$ cat src/reset_cause_pkg.sv
// Constants, register map and state codes for the reset-cause block
package reset_cause_pkg;

   // =========================================================
   // Clock and timing
   localparam int unsigned CLK_HZ            = 40_000_000;
   localparam int unsigned MAIN_OSC_FREQ_HZ  = 5_000_000;
   localparam int unsigned OSC_DIV           = CLK_HZ / MAIN_OSC_FREQ_HZ;
   localparam int unsigned LONG_WAIT_PERIODS = 131072;  // 2^17 periods
   localparam int unsigned SHORT_WAIT_PERIODS = 32768;  // 2^15 periods
   localparam int unsigned CER_WAIT_PERIODS  = 56;      // Ceramic periods
   localparam int unsigned CER_OSC_HZ        = 1_000_000;
   localparam int unsigned CER_WAIT_CYC      =
      (CER_WAIT_PERIODS * (CLK_HZ / CER_OSC_HZ));
   localparam int unsigned WAIT_CNT_W        = 21;

   // Build variants of the stabilization wait
   localparam logic [1:0] WAIT_SEL_LONG  = 2'h0;
   localparam logic [1:0] WAIT_SEL_SHORT = 2'h1;
   localparam logic [1:0] WAIT_SEL_FIXED = 2'h2;

   // =========================================================
   // Register indices (byte address is four times the index)
   localparam int unsigned ADDR_W          = 16;
   localparam logic [11:0] IDX_CTRL        = 12'hfc0;
   localparam logic [11:0] IDX_IRQ_STATUS  = 12'hfc1;
   localparam logic [11:0] IDX_IRQ_ENABLE  = 12'hfc2;
   localparam logic [11:0] IDX_IRQ_CLEAR   = 12'hfc3;
   localparam logic [11:0] IDX_TCLR_WD     = 12'hfc4;
   localparam logic [11:0] IDX_TCLR_KEY    = 12'hfc5;
   localparam logic [11:0] IDX_CAUSE       = 12'hfc6;

   // Field positions
   localparam int unsigned WD_FLAG_BIT     = 2;
   localparam int unsigned KEY_FLAG_BIT    = 3;
   localparam int unsigned CTRL_KEY_EN_BIT = 0;
   localparam int unsigned IRQ_WD_BIT      = 0;
   localparam int unsigned IRQ_KEY_BIT     = 1;
   localparam int unsigned IRQ_WAIT_BIT    = 2;
   localparam int unsigned KEY_PINS        = 4;

   // Values after reset and bus response codes
   localparam logic       FLAG_RST      = 1'b0;
   localparam logic [0:0] CTRL_RST      = 1'h0;
   localparam logic [2:0] IRQ_RST       = 3'h0;
   localparam logic [1:0] RESP_OKAY     = 2'h0;
   localparam logic [1:0] RESP_SLVERR   = 2'h2;

   // Sequencer states
   typedef enum logic [2:0]
   {
      ST_RUN  = 3'b001,
      ST_HOLD = 3'b010,
      ST_WAIT = 3'b100
   } seq_state_t;

endpackage

$ cat src/stab_wait_timer.sv
// Oscillation stabilization wait counter
`timescale 1ns/1ps
`default_nettype none
module stab_wait_timer
   import reset_cause_pkg::*;
#(
   parameter logic [WAIT_CNT_W-1:0] WAIT_CYC = 21'h000100
)
(
   // Clock and reset
   input  wire logic clk_in,
   input  wire logic rst_n_in,
   // Control
   input  wire logic start_in,
   output var  logic busy_out,
   output var  logic done_out
);

   logic [WAIT_CNT_W-1:0] cnt_q;
   logic                  last;
   logic                  near;

   assign last = (cnt_q == WAIT_CYC - 21'h000001);
   // Done leads the end of busy by one cycle, so the sequencer leaves
   // the wait exactly on time; needs WAIT_CYC of at least 2
   assign near = (cnt_q == WAIT_CYC - 21'h000002);

   // =========================================================
   // Counter: busy for exactly WAIT_CYC cycles after start
   always_ff @(posedge clk_in or negedge rst_n_in)
   begin
      if (!rst_n_in)
      begin
         cnt_q    <= '0;
         busy_out <= 1'b0;
         done_out <= 1'b0;
      end
      else
      begin
         done_out <= busy_out & near;
         if (start_in)
         begin
            cnt_q    <= '0;
            busy_out <= 1'b1;
         end
         else if (busy_out)
         begin
            cnt_q    <= cnt_q + 21'h000001;
            busy_out <= ~last;
         end
      end
   end

endmodule
`default_nettype wire

$ cat src/reset_cause_flags.sv
// Reset-cause flags, stabilization wait sequencer and AXI4-Lite registers
// Summary of operation
// Watchdog cause flag is bit 2, key cause flag bit 3 of index fc6.
// The external reset pin forces both cause flags to 0.
// A watchdog overflow reset sets the watchdog flag, key flag held.
// A key-return input reset sets the key cause flag to 1.
// A key-return reset leaves the watchdog flag as it was.
// A set flag stays set until external reset or its clear action.
// Software tests and clears both flags after each reset start.
// Clearing the watchdog flag zeroes it and keeps the key flag.
// Leaving standby by reset waits 2^17 or 2^15 main osc periods.
// The fixed variant waits 56 ceramic oscillator periods instead.
// Test-and-clear reads a flag and clears it in one access.
`timescale 1ns/1ps
`default_nettype none
module reset_cause_flags
   import reset_cause_pkg::*;
#(
   parameter logic [1:0]            WAIT_SEL      = WAIT_SEL_LONG,
   parameter logic [WAIT_CNT_W-1:0] LONG_WAIT_CYC =
      WAIT_CNT_W'(LONG_WAIT_PERIODS * OSC_DIV),
   parameter logic [WAIT_CNT_W-1:0] SHORT_WAIT_CYC =
      WAIT_CNT_W'(SHORT_WAIT_PERIODS * OSC_DIV)
)
(
   // Clock and external reset pin
   input  wire logic              CORE_CLK_IN,
   input  wire logic              RST_B_IN,
   // Reset sources and core status
   input  wire logic              WDT_OVF_IN,
   input  wire logic [3:0]        KEY_RETURN_IN,
   input  wire logic              STANDBY_IN,
   // Core reset, wait status and interrupt
   output var  logic              SYS_RESET_OUT,
   output var  logic              OSC_WAIT_OUT,
   output var  logic              IRQ_OUT,
   // AXI4-Lite write address
   input  wire logic [ADDR_W-1:0] AXI_AWADDR_IN,
   input  wire logic              AXI_AWVALID_IN,
   output var  logic              AXI_AWREADY_OUT,
   // AXI4-Lite write data
   input  wire logic [31:0]       AXI_WDATA_IN,
   input  wire logic [3:0]        AXI_WSTRB_IN,
   input  wire logic              AXI_WVALID_IN,
   output var  logic              AXI_WREADY_OUT,
   // AXI4-Lite write response
   output var  logic [1:0]        AXI_BRESP_OUT,
   output var  logic              AXI_BVALID_OUT,
   input  wire logic              AXI_BREADY_IN,
   // AXI4-Lite read address
   input  wire logic [ADDR_W-1:0] AXI_ARADDR_IN,
   input  wire logic              AXI_ARVALID_IN,
   output var  logic              AXI_ARREADY_OUT,
   // AXI4-Lite read data
   output var  logic [31:0]       AXI_RDATA_OUT,
   output var  logic [1:0]        AXI_RRESP_OUT,
   output var  logic              AXI_RVALID_OUT,
   input  wire logic              AXI_RREADY_IN
);

   // =========================================================
   // Decode helper
   // True when a byte address hits the word of register index idx
   function automatic logic hit(input logic [ADDR_W-1:0] addr,
                                input logic [11:0]       idx);
      hit = (addr[ADDR_W-1:2] == {2'b00, idx});
   endfunction

   // True inside the contiguous register window fc0 to fc6
   function automatic logic mapped(input logic [ADDR_W-1:0] addr);
      mapped = (addr[ADDR_W-1:2] >= {2'b00, IDX_CTRL}) &&
               (addr[ADDR_W-1:2] <= {2'b00, IDX_CAUSE});
   endfunction

   // Wait length for this build, chosen once at elaboration
   localparam logic [WAIT_CNT_W-1:0] WAIT_CYC =
      (WAIT_SEL == WAIT_SEL_SHORT) ? SHORT_WAIT_CYC :
      (WAIT_SEL == WAIT_SEL_FIXED) ? WAIT_CNT_W'(CER_WAIT_CYC) :
      LONG_WAIT_CYC;

   // =========================================================
   // Declarations
   logic [1:0]              rst_sync_q;
   logic                    rst_n;
   logic [KEY_PINS-1:0]     key_s1_q, key_s2_q, key_old_q, key_fall;
   logic                    key_evt, wd_evt;
   logic                    wd_flag_q, wd_flag_d, key_flag_q, key_flag_d;
   logic                    key_en_q, key_en_d;
   logic [2:0]              irq_stat_q, irq_stat_d, irq_en_q, irq_en_d;
   logic [2:0]              irq_evt, irq_clr;
   seq_state_t              state_q, state_d;
   logic                    boot_q, standby_q;
   logic                    wait_start, wait_busy, wait_done;
   logic                    aw_full_q, aw_full_d, w_full_q, w_full_d;
   logic [ADDR_W-1:0]       awaddr_q;
   logic [7:0]              wdata_q;
   logic                    wstrb0_q;
   logic                    do_wr, wr_ok, wr_low;
   logic                    wr_cause, wr_ctrl, wr_en, wr_clr;
   logic                    ar_hs, rd_ok, rd_tclr_wd, rd_tclr_key;
   logic [31:0]             rd_data;
   logic                    wd_clr, key_clr;

   // =========================================================
   // Reset release: asserted at once, released through two flops
   always_ff @(posedge CORE_CLK_IN or negedge RST_B_IN)
   begin
      if (!RST_B_IN)
         rst_sync_q <= 2'h0;
      else
         rst_sync_q <= {rst_sync_q[0], 1'b1};
   end
   assign rst_n = rst_sync_q[1];

   // =========================================================
   // Key-return pins: two-flop synchronisers and falling-edge detect
   genvar gi;
   generate
      for (gi = 0; gi < KEY_PINS; gi = gi + 1)
      begin : g_key
         always_ff @(posedge CORE_CLK_IN or negedge rst_n)
         begin
            if (!rst_n)
            begin
               key_s1_q[gi]  <= 1'b1;
               key_s2_q[gi]  <= 1'b1;
               key_old_q[gi] <= 1'b1;
            end
            else
            begin
               key_s1_q[gi]  <= KEY_RETURN_IN[gi];
               key_s2_q[gi]  <= key_s1_q[gi];
               key_old_q[gi] <= key_s2_q[gi];
            end
         end
         // Only the second stage feeds the edge detector
         assign key_fall[gi] = key_old_q[gi] & ~key_s2_q[gi];
      end
   endgenerate

   // Reset events; key wake-up is gated by software enable
   assign key_evt = key_en_q & (|key_fall);
   assign wd_evt  = WDT_OVF_IN;

   // =========================================================
   // AXI write path decode
   assign do_wr    = aw_full_q & w_full_q & ~AXI_BVALID_OUT;
   assign wr_low   = do_wr & wstrb0_q;
   assign wr_cause = wr_low & hit(awaddr_q, IDX_CAUSE);
   assign wr_ctrl  = wr_low & hit(awaddr_q, IDX_CTRL);
   assign wr_en    = wr_low & hit(awaddr_q, IDX_IRQ_ENABLE);
   assign wr_clr   = wr_low & hit(awaddr_q, IDX_IRQ_CLEAR);
   assign wr_ok    = mapped(awaddr_q);

   // =========================================================
   // AXI read path decode; a test-and-clear acts at address accept
   assign ar_hs       = AXI_ARVALID_IN & AXI_ARREADY_OUT;
   assign rd_tclr_wd  = ar_hs & hit(AXI_ARADDR_IN, IDX_TCLR_WD);
   assign rd_tclr_key = ar_hs & hit(AXI_ARADDR_IN, IDX_TCLR_KEY);
   assign rd_ok       = mapped(AXI_ARADDR_IN);

   // Read mux; write-only clear register reads as zero
   assign rd_data =
      (hit(AXI_ARADDR_IN, IDX_CAUSE) | hit(AXI_ARADDR_IN, IDX_TCLR_WD) |
       hit(AXI_ARADDR_IN, IDX_TCLR_KEY)) ?
         {28'h0000000, key_flag_q, wd_flag_q, 2'h0} :
      hit(AXI_ARADDR_IN, IDX_CTRL) ?
         {28'h0000000, OSC_WAIT_OUT, SYS_RESET_OUT, 1'b0, key_en_q} :
      hit(AXI_ARADDR_IN, IDX_IRQ_STATUS) ? {29'h00000000, irq_stat_q} :
      hit(AXI_ARADDR_IN, IDX_IRQ_ENABLE) ? {29'h00000000, irq_en_q} :
      32'h00000000;

   // =========================================================
   // Flag clears: write of 0 to a flag bit, or test-and-clear read
   assign wd_clr  = (wr_cause & ~wdata_q[WD_FLAG_BIT]) | rd_tclr_wd;
   assign key_clr = (wr_cause & ~wdata_q[KEY_FLAG_BIT]) | rd_tclr_key;

   // Set beats clear, so a cause landing with a clear is never lost
   assign wd_flag_d  = wd_evt | (wd_flag_q & ~wd_clr);
   assign key_flag_d = key_evt | (key_flag_q & ~key_clr);

   // Of the resets only the external pin clears the flags, never internal resets
   always_ff @(posedge CORE_CLK_IN or negedge rst_n)
   begin
      if (!rst_n)
      begin
         wd_flag_q  <= FLAG_RST;
         key_flag_q <= FLAG_RST;
      end
      else
      begin
         wd_flag_q  <= wd_flag_d;
         key_flag_q <= key_flag_d;
      end
   end

   // =========================================================
   // Control and interrupt registers
   assign key_en_d   = wr_ctrl ? wdata_q[CTRL_KEY_EN_BIT] : key_en_q;
   assign irq_en_d   = wr_en ? wdata_q[2:0] : irq_en_q;
   assign irq_clr    = wr_clr ? wdata_q[2:0] : 3'h0;
   assign irq_evt    = {wait_done, key_evt, wd_evt};
   assign irq_stat_d = irq_evt | (irq_stat_q & ~irq_clr);

   // Interrupt level changes in the same cycle as status, kept registered
   always_ff @(posedge CORE_CLK_IN or negedge rst_n)
   begin
      if (!rst_n)
      begin
         key_en_q   <= CTRL_RST;
         irq_en_q   <= IRQ_RST;
         irq_stat_q <= IRQ_RST;
         IRQ_OUT    <= 1'b0;
      end
      else
      begin
         key_en_q   <= key_en_d;
         irq_en_q   <= irq_en_d;
         irq_stat_q <= irq_stat_d;
         IRQ_OUT    <= |(irq_stat_d & irq_en_d);
      end
   end

   // =========================================================
   // Reset sequencer: hold one cycle, then wait after boot or if leaving standby
   assign wait_start = (state_q == ST_HOLD) & (standby_q | boot_q);

   always_comb
   begin
      state_d = state_q;
      unique case (state_q)
         ST_RUN:
            if (wd_evt | key_evt)
               state_d = ST_HOLD;
         ST_HOLD:
            state_d = wait_start ? ST_WAIT : ST_RUN;
         ST_WAIT:
            if (wait_done | ~wait_busy)  // Busy low guards tiny builds
               state_d = ST_RUN;
         default:
            state_d = ST_HOLD;
      endcase
   end

   // Standby is sampled with the event so the wait decision is stable
   always_ff @(posedge CORE_CLK_IN or negedge rst_n)
   begin
      if (!rst_n)
      begin
         state_q       <= ST_HOLD;
         boot_q        <= 1'b1;
         standby_q     <= 1'b0;
         SYS_RESET_OUT <= 1'b1;
         OSC_WAIT_OUT  <= 1'b0;
      end
      else
      begin
         state_q       <= state_d;
         boot_q        <= 1'b0;
         if (state_q == ST_RUN)
            standby_q  <= STANDBY_IN;
         SYS_RESET_OUT <= (state_d != ST_RUN);
         OSC_WAIT_OUT  <= (state_d == ST_WAIT);
      end
   end

   // Wait length fixed per build: long, short or ceramic variant
   stab_wait_timer
   #(
      .WAIT_CYC (WAIT_CYC)
   )
   u_wait
   (
      .clk_in   (CORE_CLK_IN),
      .rst_n_in (rst_n),
      .start_in (wait_start),
      .busy_out (wait_busy),
      .done_out (wait_done)
   );

   // =========================================================
   // AXI write channel: address and data taken in either order
   assign aw_full_d = (aw_full_q | (AXI_AWVALID_IN & AXI_AWREADY_OUT)) &
                      ~do_wr;
   assign w_full_d  = (w_full_q | (AXI_WVALID_IN & AXI_WREADY_OUT)) &
                      ~do_wr;

   always_ff @(posedge CORE_CLK_IN or negedge rst_n)
   begin
      if (!rst_n)
      begin
         aw_full_q       <= 1'b0;
         w_full_q        <= 1'b0;
         awaddr_q        <= '0;
         wdata_q         <= 8'h00;
         wstrb0_q        <= 1'b0;
         AXI_AWREADY_OUT <= 1'b0;
         AXI_WREADY_OUT  <= 1'b0;
         AXI_BVALID_OUT  <= 1'b0;
         AXI_BRESP_OUT   <= RESP_OKAY;
      end
      else
      begin
         aw_full_q       <= aw_full_d;
         w_full_q        <= w_full_d;
         AXI_AWREADY_OUT <= ~aw_full_d;
         AXI_WREADY_OUT  <= ~w_full_d;
         if (AXI_AWVALID_IN & AXI_AWREADY_OUT)
            awaddr_q <= AXI_AWADDR_IN;
         if (AXI_WVALID_IN & AXI_WREADY_OUT)
         begin
            wdata_q  <= AXI_WDATA_IN[7:0];
            wstrb0_q <= AXI_WSTRB_IN[0];
         end
         if (do_wr)
         begin
            AXI_BVALID_OUT <= 1'b1;
            AXI_BRESP_OUT  <= wr_ok ? RESP_OKAY : RESP_SLVERR;
         end
         else if (AXI_BREADY_IN)
            AXI_BVALID_OUT <= 1'b0;
      end
   end

   // =========================================================
   // AXI read channel: one read in flight, data one cycle after accept
   always_ff @(posedge CORE_CLK_IN or negedge rst_n)
   begin
      if (!rst_n)
      begin
         AXI_ARREADY_OUT <= 1'b0;
         AXI_RVALID_OUT  <= 1'b0;
         AXI_RDATA_OUT   <= 32'h00000000;
         AXI_RRESP_OUT   <= RESP_OKAY;
      end
      else if (ar_hs)
      begin
         AXI_ARREADY_OUT <= 1'b0;
         AXI_RVALID_OUT  <= 1'b1;
         AXI_RDATA_OUT   <= rd_data;
         AXI_RRESP_OUT   <= rd_ok ? RESP_OKAY : RESP_SLVERR;
      end
      else if (AXI_RVALID_OUT)
      begin
         if (AXI_RREADY_IN)
         begin
            AXI_RVALID_OUT  <= 1'b0;
            AXI_ARREADY_OUT <= 1'b1;
         end
      end
      else
         AXI_ARREADY_OUT <= 1'b1;
   end

endmodule
`default_nettype wire

$ cat config.mk
export PLATFORM = sky130hd
export DESIGN_NAME = reset_cause_flags
export DESIGN_NICKNAME = d
export VERILOG_FILES = /design/src/reset_cause_pkg.sv /design/src/stab_wait_timer.sv /design/src/reset_cause_flags.sv
export SDC_FILE = /design/constraint.sdc
export NUM_CORES = 1
export LEC_CHECK = 0
export BUFFER_PORTS_ARGS = -buffer_cell sky130_fd_sc_hd__buf_2
export CAP_MARGIN = 10
export CORE_ASPECT_RATIO = 1.75
export CORE_MARGIN = 3
export CORE_UTILIZATION = 40
export CTS_BUF_LIST = sky130_fd_sc_hd__clkbuf_4
export CTS_CLUSTER_SIZE = 28
export DETAILED_ROUTE_END_ITERATION = 16
export PLACE_DENSITY = 0.73
export SYNTH_ARGS = -nofsm -noshare
export SYNTH_HDL_FRONTEND = slang
export SYNTH_HIERARCHICAL = 1
export SYNTH_SLANG_ARGS = --single-unit
$ cat constraint.sdc
create_clock -name CORE_CLK_IN -period 3.6 [get_ports CORE_CLK_IN]
set_input_delay 0.18 -clock CORE_CLK_IN [delete_from_list [all_inputs] [get_ports CORE_CLK_IN]]
set_output_delay 0.18 -clock CORE_CLK_IN [all_outputs]
set_load 0.005 [all_outputs]
==> metrics.txt, run 1 <==
status=finished clean; critical-path maximum fanout=4; share of the yosys chip area belonging to registers=0.543; crit path kind=register to register; number of flops mapped to enable cells by yosys=0; PwrDens=536 nW/um^2; fmax=439 MHz; Routed Wire Length=7.72 mm; Synth area leaders=dfrtp_1, dfstp_2, mux2_2, buf_4, nor2_1; final period utilization=0.632; global-route wire length before repair=13.1 mm; Synth Flop Type=dfrtp_1; Yosys warnings=6; ys async rst share=1.00; RSZ-0062 raised after global routing=false; hold depth=3; Core Footprint=9590 sq um; crit path DAT=2.62 ns; top sig layer=met4; Clock Sinks=86; IO buf count=59; clk root buf=clkbuf_4; post_cts resized=0; initial cell density of the core=0.417; Total GRT Usage=0.148; Ports=125; antenna violations before repair=1; clock slew at reported path FFs=0.15 ns; IR Drop Worst-Case VDD=389 uV; Initial DRC Count=124; via count=2894; hold crit path type=input port to register; synthesized area=4000 sq um; Hold Buf Count CTS=32; DR DRC count=0; R2R Setup Slk=1.32 ns; Final TNS setup=0 ns; Pwr Total=2.55 mW; fill count=854; data required time at the worst endpoint=3.94 ns; post-synthesis cell type count=58; Layout Nets=534; Max Slew Vio Count=0; Critical R2R Capture=IRQ_OUT; clk buf depth=2; worst relative slew slack=0.314; worst setup path end=IRQ_OUT; wire length on met2=4.06 mm; final hold vios=0; Worst Setup SP=awaddr_q[5]; actual slew at the worst max-slew pin=1.03 ns; GRT overflow=0; Core Util, Final=0.497; vias in the first global route=2938; syn avg cell area=11.0 sq um; Cells after Synth=362; P_leak=2.11 nW; share of cells above drive strength 1=0.279; routed len/inst=13.3 um; CTS tree=built; hpwl dp=5.45 mm; clk_lat worst skew=0.45 ns; setup bufs post-CTS=0; reg-to-reg startpoint=awaddr_q[5]; CTS buffer count=9; cell taking the most area after synthesis=dfrtp_1; met3 routed WL=397 um; Reg2Reg Depth=5; H-tree lvl count=3; Yosys reg bits=86; startpoint types=register; routed vias/inst=5.00; post-synth top area share=0.444; cell row count=47; max-cap viol count=0; min cycle time layout=2.28 ns; CP Capture Type=register; Final Skew=0.0221 ns; Die Wd=81.6 um; Post-Route M1 WL=3.03 mm; Layout area overhead=19.1%; largest net degree at the start of global routing=85; Die Ht=138 um; Setup-failing EPs final=0; Initial DRT Pass Iterations=4; ANT nets after route=0; DIE AREA=11300 sq um; GP Congestion=0.757
[synth_stat cells, drive strengths merged, types with 3 or more instances]
master  count
or3         4
nor2b       7
inv        11
xnor2       9
buf        31
nor2       28
o21bai      3
nand4       6
nand2      24
xor2        3
o21ai      15
and2        3
nand4b      5
dfstp      15
nand2b      6
mux2       24
clkbuf     14
nand3      12
nor4       10
a21oi      14
or4         6
dfrtp      71
o41ai       5
nor3        3
o31ai       4
[flip-flops by register name, indices dropped and copies added (netlist names), 4 cells and up]
signal,count
key_old_q,4
AXI_RDATA_OUT,4
wdata_q,4
key_s2_q,4
key_s1_q,4
awaddr_q,14
u_wait/cnt_q,21
[how the worst min path moves through the flow]
stage | from | endpoint | slack [ns]
after detailed placement | RST_B_IN | rst_sync_q[0] | -0.03
final | AXI_ARADDR_IN[3] | AXI_RRESP_OUT[1] | 0.17
after global placement | RST_B_IN | rst_sync_q[0] | -0.03
after global routing | AXI_ARADDR_IN[3] | AXI_RRESP_OUT[1] | 0.17
after CTS | AXI_ARADDR_IN[3] | AXI_RRESP_OUT[1] | 0.13
after floorplan | RST_B_IN | rst_sync_q[0] | -0.12
[layout make-up]
type                    instances  area [sq um]  share of cell area
repair buffers                 93           631               0.132
diodes                          1          2.50            0.000525
clock buffers                   9          67.6              0.0142
well taps                     122           153              0.0320
multi-input cells             250          1620               0.341
inverters                      11          41.3             0.00867
clock inverters                 7          72.6              0.0152
flip-flops and latches         86          2170               0.456
[per-layer routing]
| metal | track usage | up-vias |
|---|---|---|
| met5 | 0 | - |
| met4 | 0.0753 | 0 |
| met3 | 0.0241 | 19 |
| met2 | 0.256 | 79 |
| met1 | 0.170 | 1406 |
| li1 | - | 1390 |
[cell families (layout without fill, tap and decap cells)]
group	Yosys count	in the layout	synth area share
and+or+nand+nor	125	125	0.182
muxes	26	26	0.0744
buffers and inverters	56	120	0.0810
adders and majority gates	2	2	0.00625
xor gates and xnor gates	12	12	0.0263
DFF	86	86	0.543
other	2	33	0.00188
AOI/OAI and AO/OA	53	53	0.0857
[report_power, final]
group          switching [mW]  total [mW]  internal [mW]
logic                   0.300       0.611          0.311
clock network           0.339       0.551          0.212
registers               0.202        1.39           1.19
total                   0.841        2.55           1.71
[cell usage in the layout, fill, tap and decap left out, types with 3 or more instances in the layout]
cell	netlist	routed
mux2_2	21	21
o21ai_1	3	3
buf_2	1	59
o21bai_1	3	3
nor2_1	28	28
nor2b_1	7	7
and2_1	3	3
nor4_1	8	8
conb_1	2	32
nand4_1	5	5
nand3_1	12	12
dlygate4sd3_1	0	32
or4_1	5	5
xnor2_1	9	9
nand2b_1	6	6
nand4b_1	5	5
o41ai_1	5	5
nand2_1	23	23
o21ai_0	12	12
clkbuf_4	0	9
dfstp_2	15	15
inv_1	11	11
or3_1	3	3
o31ai_1	4	4
a21oi_1	14	14
xor2_1	3	3
dfrtp_1	71	70
[worst max-delay path: stages (launching register included)]
cell     delay, ns
dfrtp_1       0.41
or4b_4        0.58
nor4_4        0.41
nand2_2       0.14
mux2_4        0.32
a221o_1       0.31
[per-stage QoR]
stage               area [sq um]  setup WS [ns]  hold WS (ns)  std cells
floorplan                   4110           1.05        -0.116        392
global placement            4300           1.38       -0.0342        530
detailed placement          4300           1.37       -0.0334        530
CTS                         4760           1.34         0.132        578
global route                4760           1.26         0.166        579
finish                      4760           1.32         0.166        579
Power figures use the tool's default switching activity.
==> run 2, diff against run 1 <==
clock period = 2.2 ns   (was 3.6 ns; I/O delays follow)
==> metrics.txt, run 2 (synthesis gave the netlist of run 1 again) <==
Final TNS setup=0 ns; Pwr Total=4.21 mW; Initial DRT Pass Iterations=4; largest net degree at the start of global routing=45; design area=4860 sq um; min cycle time layout=2.10 ns; number of flip-flops in the largest register=21; Area after DPL=4380 sq um; hpwl dp=5.66 mm; clk buf depth=2; Final Skew=0.0158 ns; Die Wd=81.6 um; setup slack at placement=0.0374 ns; clock slew at reported path FFs=0.13 ns; routed vias/inst=4.96; Initial DRC Count=97; CP Cell Sequence=or4bb_1 > nor4_4 > nand4_1 > a21o_1 > a221o_1; Largest Register=u_wait/cnt_q; critical-path maximum fanout=3; Final Non-Filler Cells=588; antenna violations before repair=1; Placed Instances=539; Layout Nets=543; data required time at the worst endpoint=2.53 ns; vias in the first global route=2881; hold depth=3; clk root buf=clkbuf_4; Layout area overhead=21.4%; DIE AREA=11300 sq um; hold crit path type=input port to register; top flop regs=u_wait/cnt_q: 21 flops, awaddr_q: 14 flops; Core Footprint=9590 sq um; Total GRT Usage=0.143; GRT overflow=0; Critical-path top delay cell=or4bb_1; initial cell density of the core=0.417; cell row count=47; global-route wire length before repair=12.8 mm; P_leak=2.17 nW; Setup-failing EPs final=0; Die Ht=138 um; largest stage delay on the critical path=0.58 ns; setup bufs post-CTS=0; GP Congestion=0.809; Worst Slack Setup Final=0.102 ns; CTS tree=built; Max Slew Vio Count=0; CP top delay family=simple AND/OR/NAND/NOR gates; most common cell after layout, fill and taps aside=dfrtp_1; share of cells above drive strength 1=0.290; status=finished clean; IR Drop Worst-Case VDD=591 uV; RSZ-0062 raised after global routing=true; Reg2Reg Depth=5; CTS buffer count=9; actual slew at the worst max-slew pin=0.630 ns; most frequent cells in the layout=dfrtp_1, buf_2, conb_1, dlygate4sd3_1, nor2_1; PwrDens=867 nW/um^2; via count=2916; crit path kind=register to register; CP Capture Type=register; worst relative slew slack=0.580; Clock Sinks=86; Crit path depth=5; IO buf count=59; fmax=477 MHz; crit path DAT=2.43 ns; WP buf/inv=0; DR DRC count=0; H-tree lvl count=3; Core Util, Final=0.507; ANT nets after route=0; final hold vios=0; routed len/inst=13.3 um; Routed Wire Length=7.84 mm; final period utilization=0.954; clk_lat worst skew=0.43 ns; Fin Hold WS=0.0736 ns; max-cap viol count=0; startpoint types=register; Ports=125
-- run 2: cell count changes in the layout (fill, tap and decap cells not counted) --
cell / delta
buf_4: +8
clkbuf_4: +3
clkinv_2: -2
buf_12: +1
clkinv_1: +1
clkinv_4: -1
clkinvlp_4: -1
inv_4: +1
inv_6: -1
nor3_2: -1
nor3_4: +1
nor4_2: -1
nor4_4: +1
-- run 2: what timing repair did --
item / 4_1_cts / 5_1_grt
resized for setup: 0 / 2
endpoints found under the hold margin: 33 / 0
hold buffers: 32 / 0
endpoints found under the setup margin: 0 / 2
-- run 2: worst reg2reg max path: cells and delay by family (launching register included) --
| kind | cells | cell delay, ns |
|---|---|---|
| compound gates | 2 | 0.54 |
| simple gates | 3 | 1.04 |
| flops | 1 | 0.42 |
-- run 2: cell type report --
class | instances | area (sq um)
Multi-Input combinational cell | 250 | 1640
Sequential cell | 86 | 2170
Tap cell | 122 | 153
Timing Repair Buffer | 102 | 711
Antenna cell | 1 | 2.50
Fill cell | 884 | 4730
Clock buffer | 12 | 90.1
Inverter | 11 | 41.3
Clock inverter | 4 | 47.5
-- run 2: worst paths after layout --
check	startpoint	end	slack, ns
min	AXI_ARADDR_IN[6]	AXI_RDATA_OUT[1]	0.07
min in group asynchronous	rst_sync_q[1]	AXI_WREADY_OUT	0.32
min reg2reg	rst_sync_q[1]	AXI_WREADY_OUT	0.32
max in group asynchronous	rst_sync_q[1]	key_s2_q[1]	1.22
max reg2reg	awaddr_q[15]	IRQ_OUT	0.10
max	awaddr_q[15]	IRQ_OUT	0.10
-- run 2: routing by layer --
metal / up-vias / global-route usage / share of wire
li1: 1407 / - / -
met1: 1411 / 0.164 / 0.39
met2: 84 / 0.255 / 0.53
met3: 14 / 0.0273 / 0.054
met4: 0 / 0.0569 / 0.020
met5: - / 0 / 0
-- run 2: where the power goes --
part / total (mW) / switching, mW / internal [mW]
clock: 0.886 / 0.503 / 0.383
sequential: 2.27 / 0.324 / 1.94
combinational: 1.06 / 0.519 / 0.537
total: 4.21 / 1.35 / 2.86
==> run 3, diff against run 2 <==
CORE_UTILIZATION = 53   (was 40)
PLACE_DENSITY = 0.9   (was 0.73)
RECOVER_POWER = 50   (was not set)
clock period = 2.1 ns   (was 2.2 ns; I/O delays follow)
==> metrics.txt, run 3 (synthesis gave the netlist of run 1 again) <==
final hold vios=0; P_leak=2.16 nW; Fin Hold WS=0.0832 ns; GRT overflow=0; max-cap viol count=1; CTS tree=built; clk buf depth=2; top flop regs=u_wait/cnt_q: 21 flops, awaddr_q: 14 flops; Largest Register=u_wait/cnt_q; CTS buffer count=9; clock slew at reported path FFs=0.14 ns; crit path DAT=2.53 ns; Initial DRC Count=145; design area=4820 sq um; Die Wd=71.7 um; crit path kind=register to register; Initial DRT Pass Iterations=4; Clock Sinks=86; top sig layer=met4; GP Congestion=0.808; cell row count=41; Layout Nets=544; critical-path maximum fanout=3; met3 routed WL=506 um; global-route wire length before repair=14.5 mm; Core Util, Final=0.662; hpwl dp=5.97 mm; Reg2Reg Depth=6; clk_lat worst skew=0.44 ns; Setup-failing EPs final=2; largest net degree at the start of global routing=44; Core Footprint=7280 sq um; most common cell after layout, fill and taps aside=dfrtp_1; fmax=455 MHz; most frequent cells in the layout=dfrtp_1, buf_2, conb_1; Total GRT Usage=0.217; H-tree lvl count=3; via count=3017; share of cells above drive strength 1=0.290; RSZ-0062 raised after global routing=true; PwrDens=934 nW/um^2; Final Skew=0.0134 ns; Area after DPL=4340 sq um; Routed Wire Length=8.82 mm; startpoint types=register; DIE AREA=8670 sq um; Layout area overhead=20.5%; min cycle time layout=2.20 ns; antenna violations before repair=2; Pwr Total=4.50 mW; CP Capture Type=register; status=complete, but fails checks; Ports=125; Final TNS setup=-0.0970 ns; routed len/inst=15.9 um; DR DRC count=0; Post-Route M1 WL=3.06 mm; IR Drop Worst-Case VDD=719 uV; hold depth=3; actual slew at the worst max-slew pin=1.60 ns; initial cell density of the core=0.549; IO buf count=59; hold crit path type=input port to register; ANT nets after route=0; Die Ht=121 um; vias in the first global route=3187; Worst Slack Setup Final=-0.0957 ns; wire length on met2=4.84 mm; Max Slew Vio Count=43; worst relative slew slack=-0.0650; number of flip-flops in the largest register=21; final period utilization=1.05; failing checks=max-capacitance violations, max-slew violations, negative setup slack; clk root buf=clkbuf_4; data required time at the worst endpoint=2.43 ns; routed vias/inst=5.45
-- run 3: cell count changes in the layout (fill, tap and decap cells not counted), moves of 2 or more --
cell and delta:
inv_6 +2, dfstp_2 -4, dfstp_1 +4, buf_2 -2, dfrtp_2 +2, clkbuf_4 -3, buf_4 +2, clkbuf_1 +2
-- run 3: path summary, 6_finish.rpt --
path,startpoint,end,slack [ns]
min in group asynchronous,RST_B_IN,rst_sync_q[1],0.51
worst max register to register,awaddr_q[5],IRQ_OUT,-0.1
max in group asynchronous,rst_sync_q[1],boot_q,0.28
worst max-delay path,awaddr_q[5],IRQ_OUT,-0.1
worst min register to register,rst_sync_q[0],rst_sync_q[1],0.36
worst min-delay path,AXI_ARADDR_IN[3],AXI_RRESP_OUT[1],0.08
-- run 3: final cells by class --
cell class	instances	area (sq um)
tap	86	108
sequential	86	2170
multi-input combinational	250	1650
clock inverter	7	71.3
fill	518	2460
clock buffer	9	67.6
inverter	11	41.3
timing repair buffer	103	704
antenna	2	5.00
-- run 3: stage by stage --
| step | std cells | setup slack (ns) |
|---|---|---|
| detailed placement | 504 | -0.0563 |
| finish | 554 | -0.0957 |
| global route | 554 | -0.151 |
| global placement | 504 | 0.0207 |
| floorplan | 392 | 0.0411 |
| CTS | 551 | -0.0741 |
-- run 3: timing repair --
| action | 4_1_cts | 5_1_grt |
|---|---|---|
| endpoints found under the hold margin | 33 | 0 |
| buffers inserted | 0 | 1 |
| hold buffers | 31 | 0 |
| setup endpoints to repair | 1 | 6 |
| resized for setup | 2 | 7 |
-- run 3: power breakdown --
group | total (mW) | switching [mW] | internal [mW]
sequential | 2.37 | 0.339 | 2.04
clock | 0.940 | 0.574 | 0.365
combinational | 1.19 | 0.613 | 0.576
total | 4.50 | 1.53 | 2.98
-- run 3: critical path, cell delays in order, from the launching register on --
cell and delay [ns]:
dfrtp_1 0.41, or4b_4 0.59, nor4_4 0.24, buf_4 0.18, nand2_2 0.06, o22a_1 0.25
a221o_1 0.36
-- run 3: per-layer routing --
| metal | global-route usage | vias up |
|---|---|---|
| met5 | 0 | - |
| met4 | 0.148 | 0 |
| met3 | 0.0415 | 34 |
| met2 | 0.385 | 113 |
| met1 | 0.224 | 1460 |
| li1 | - | 1410 |
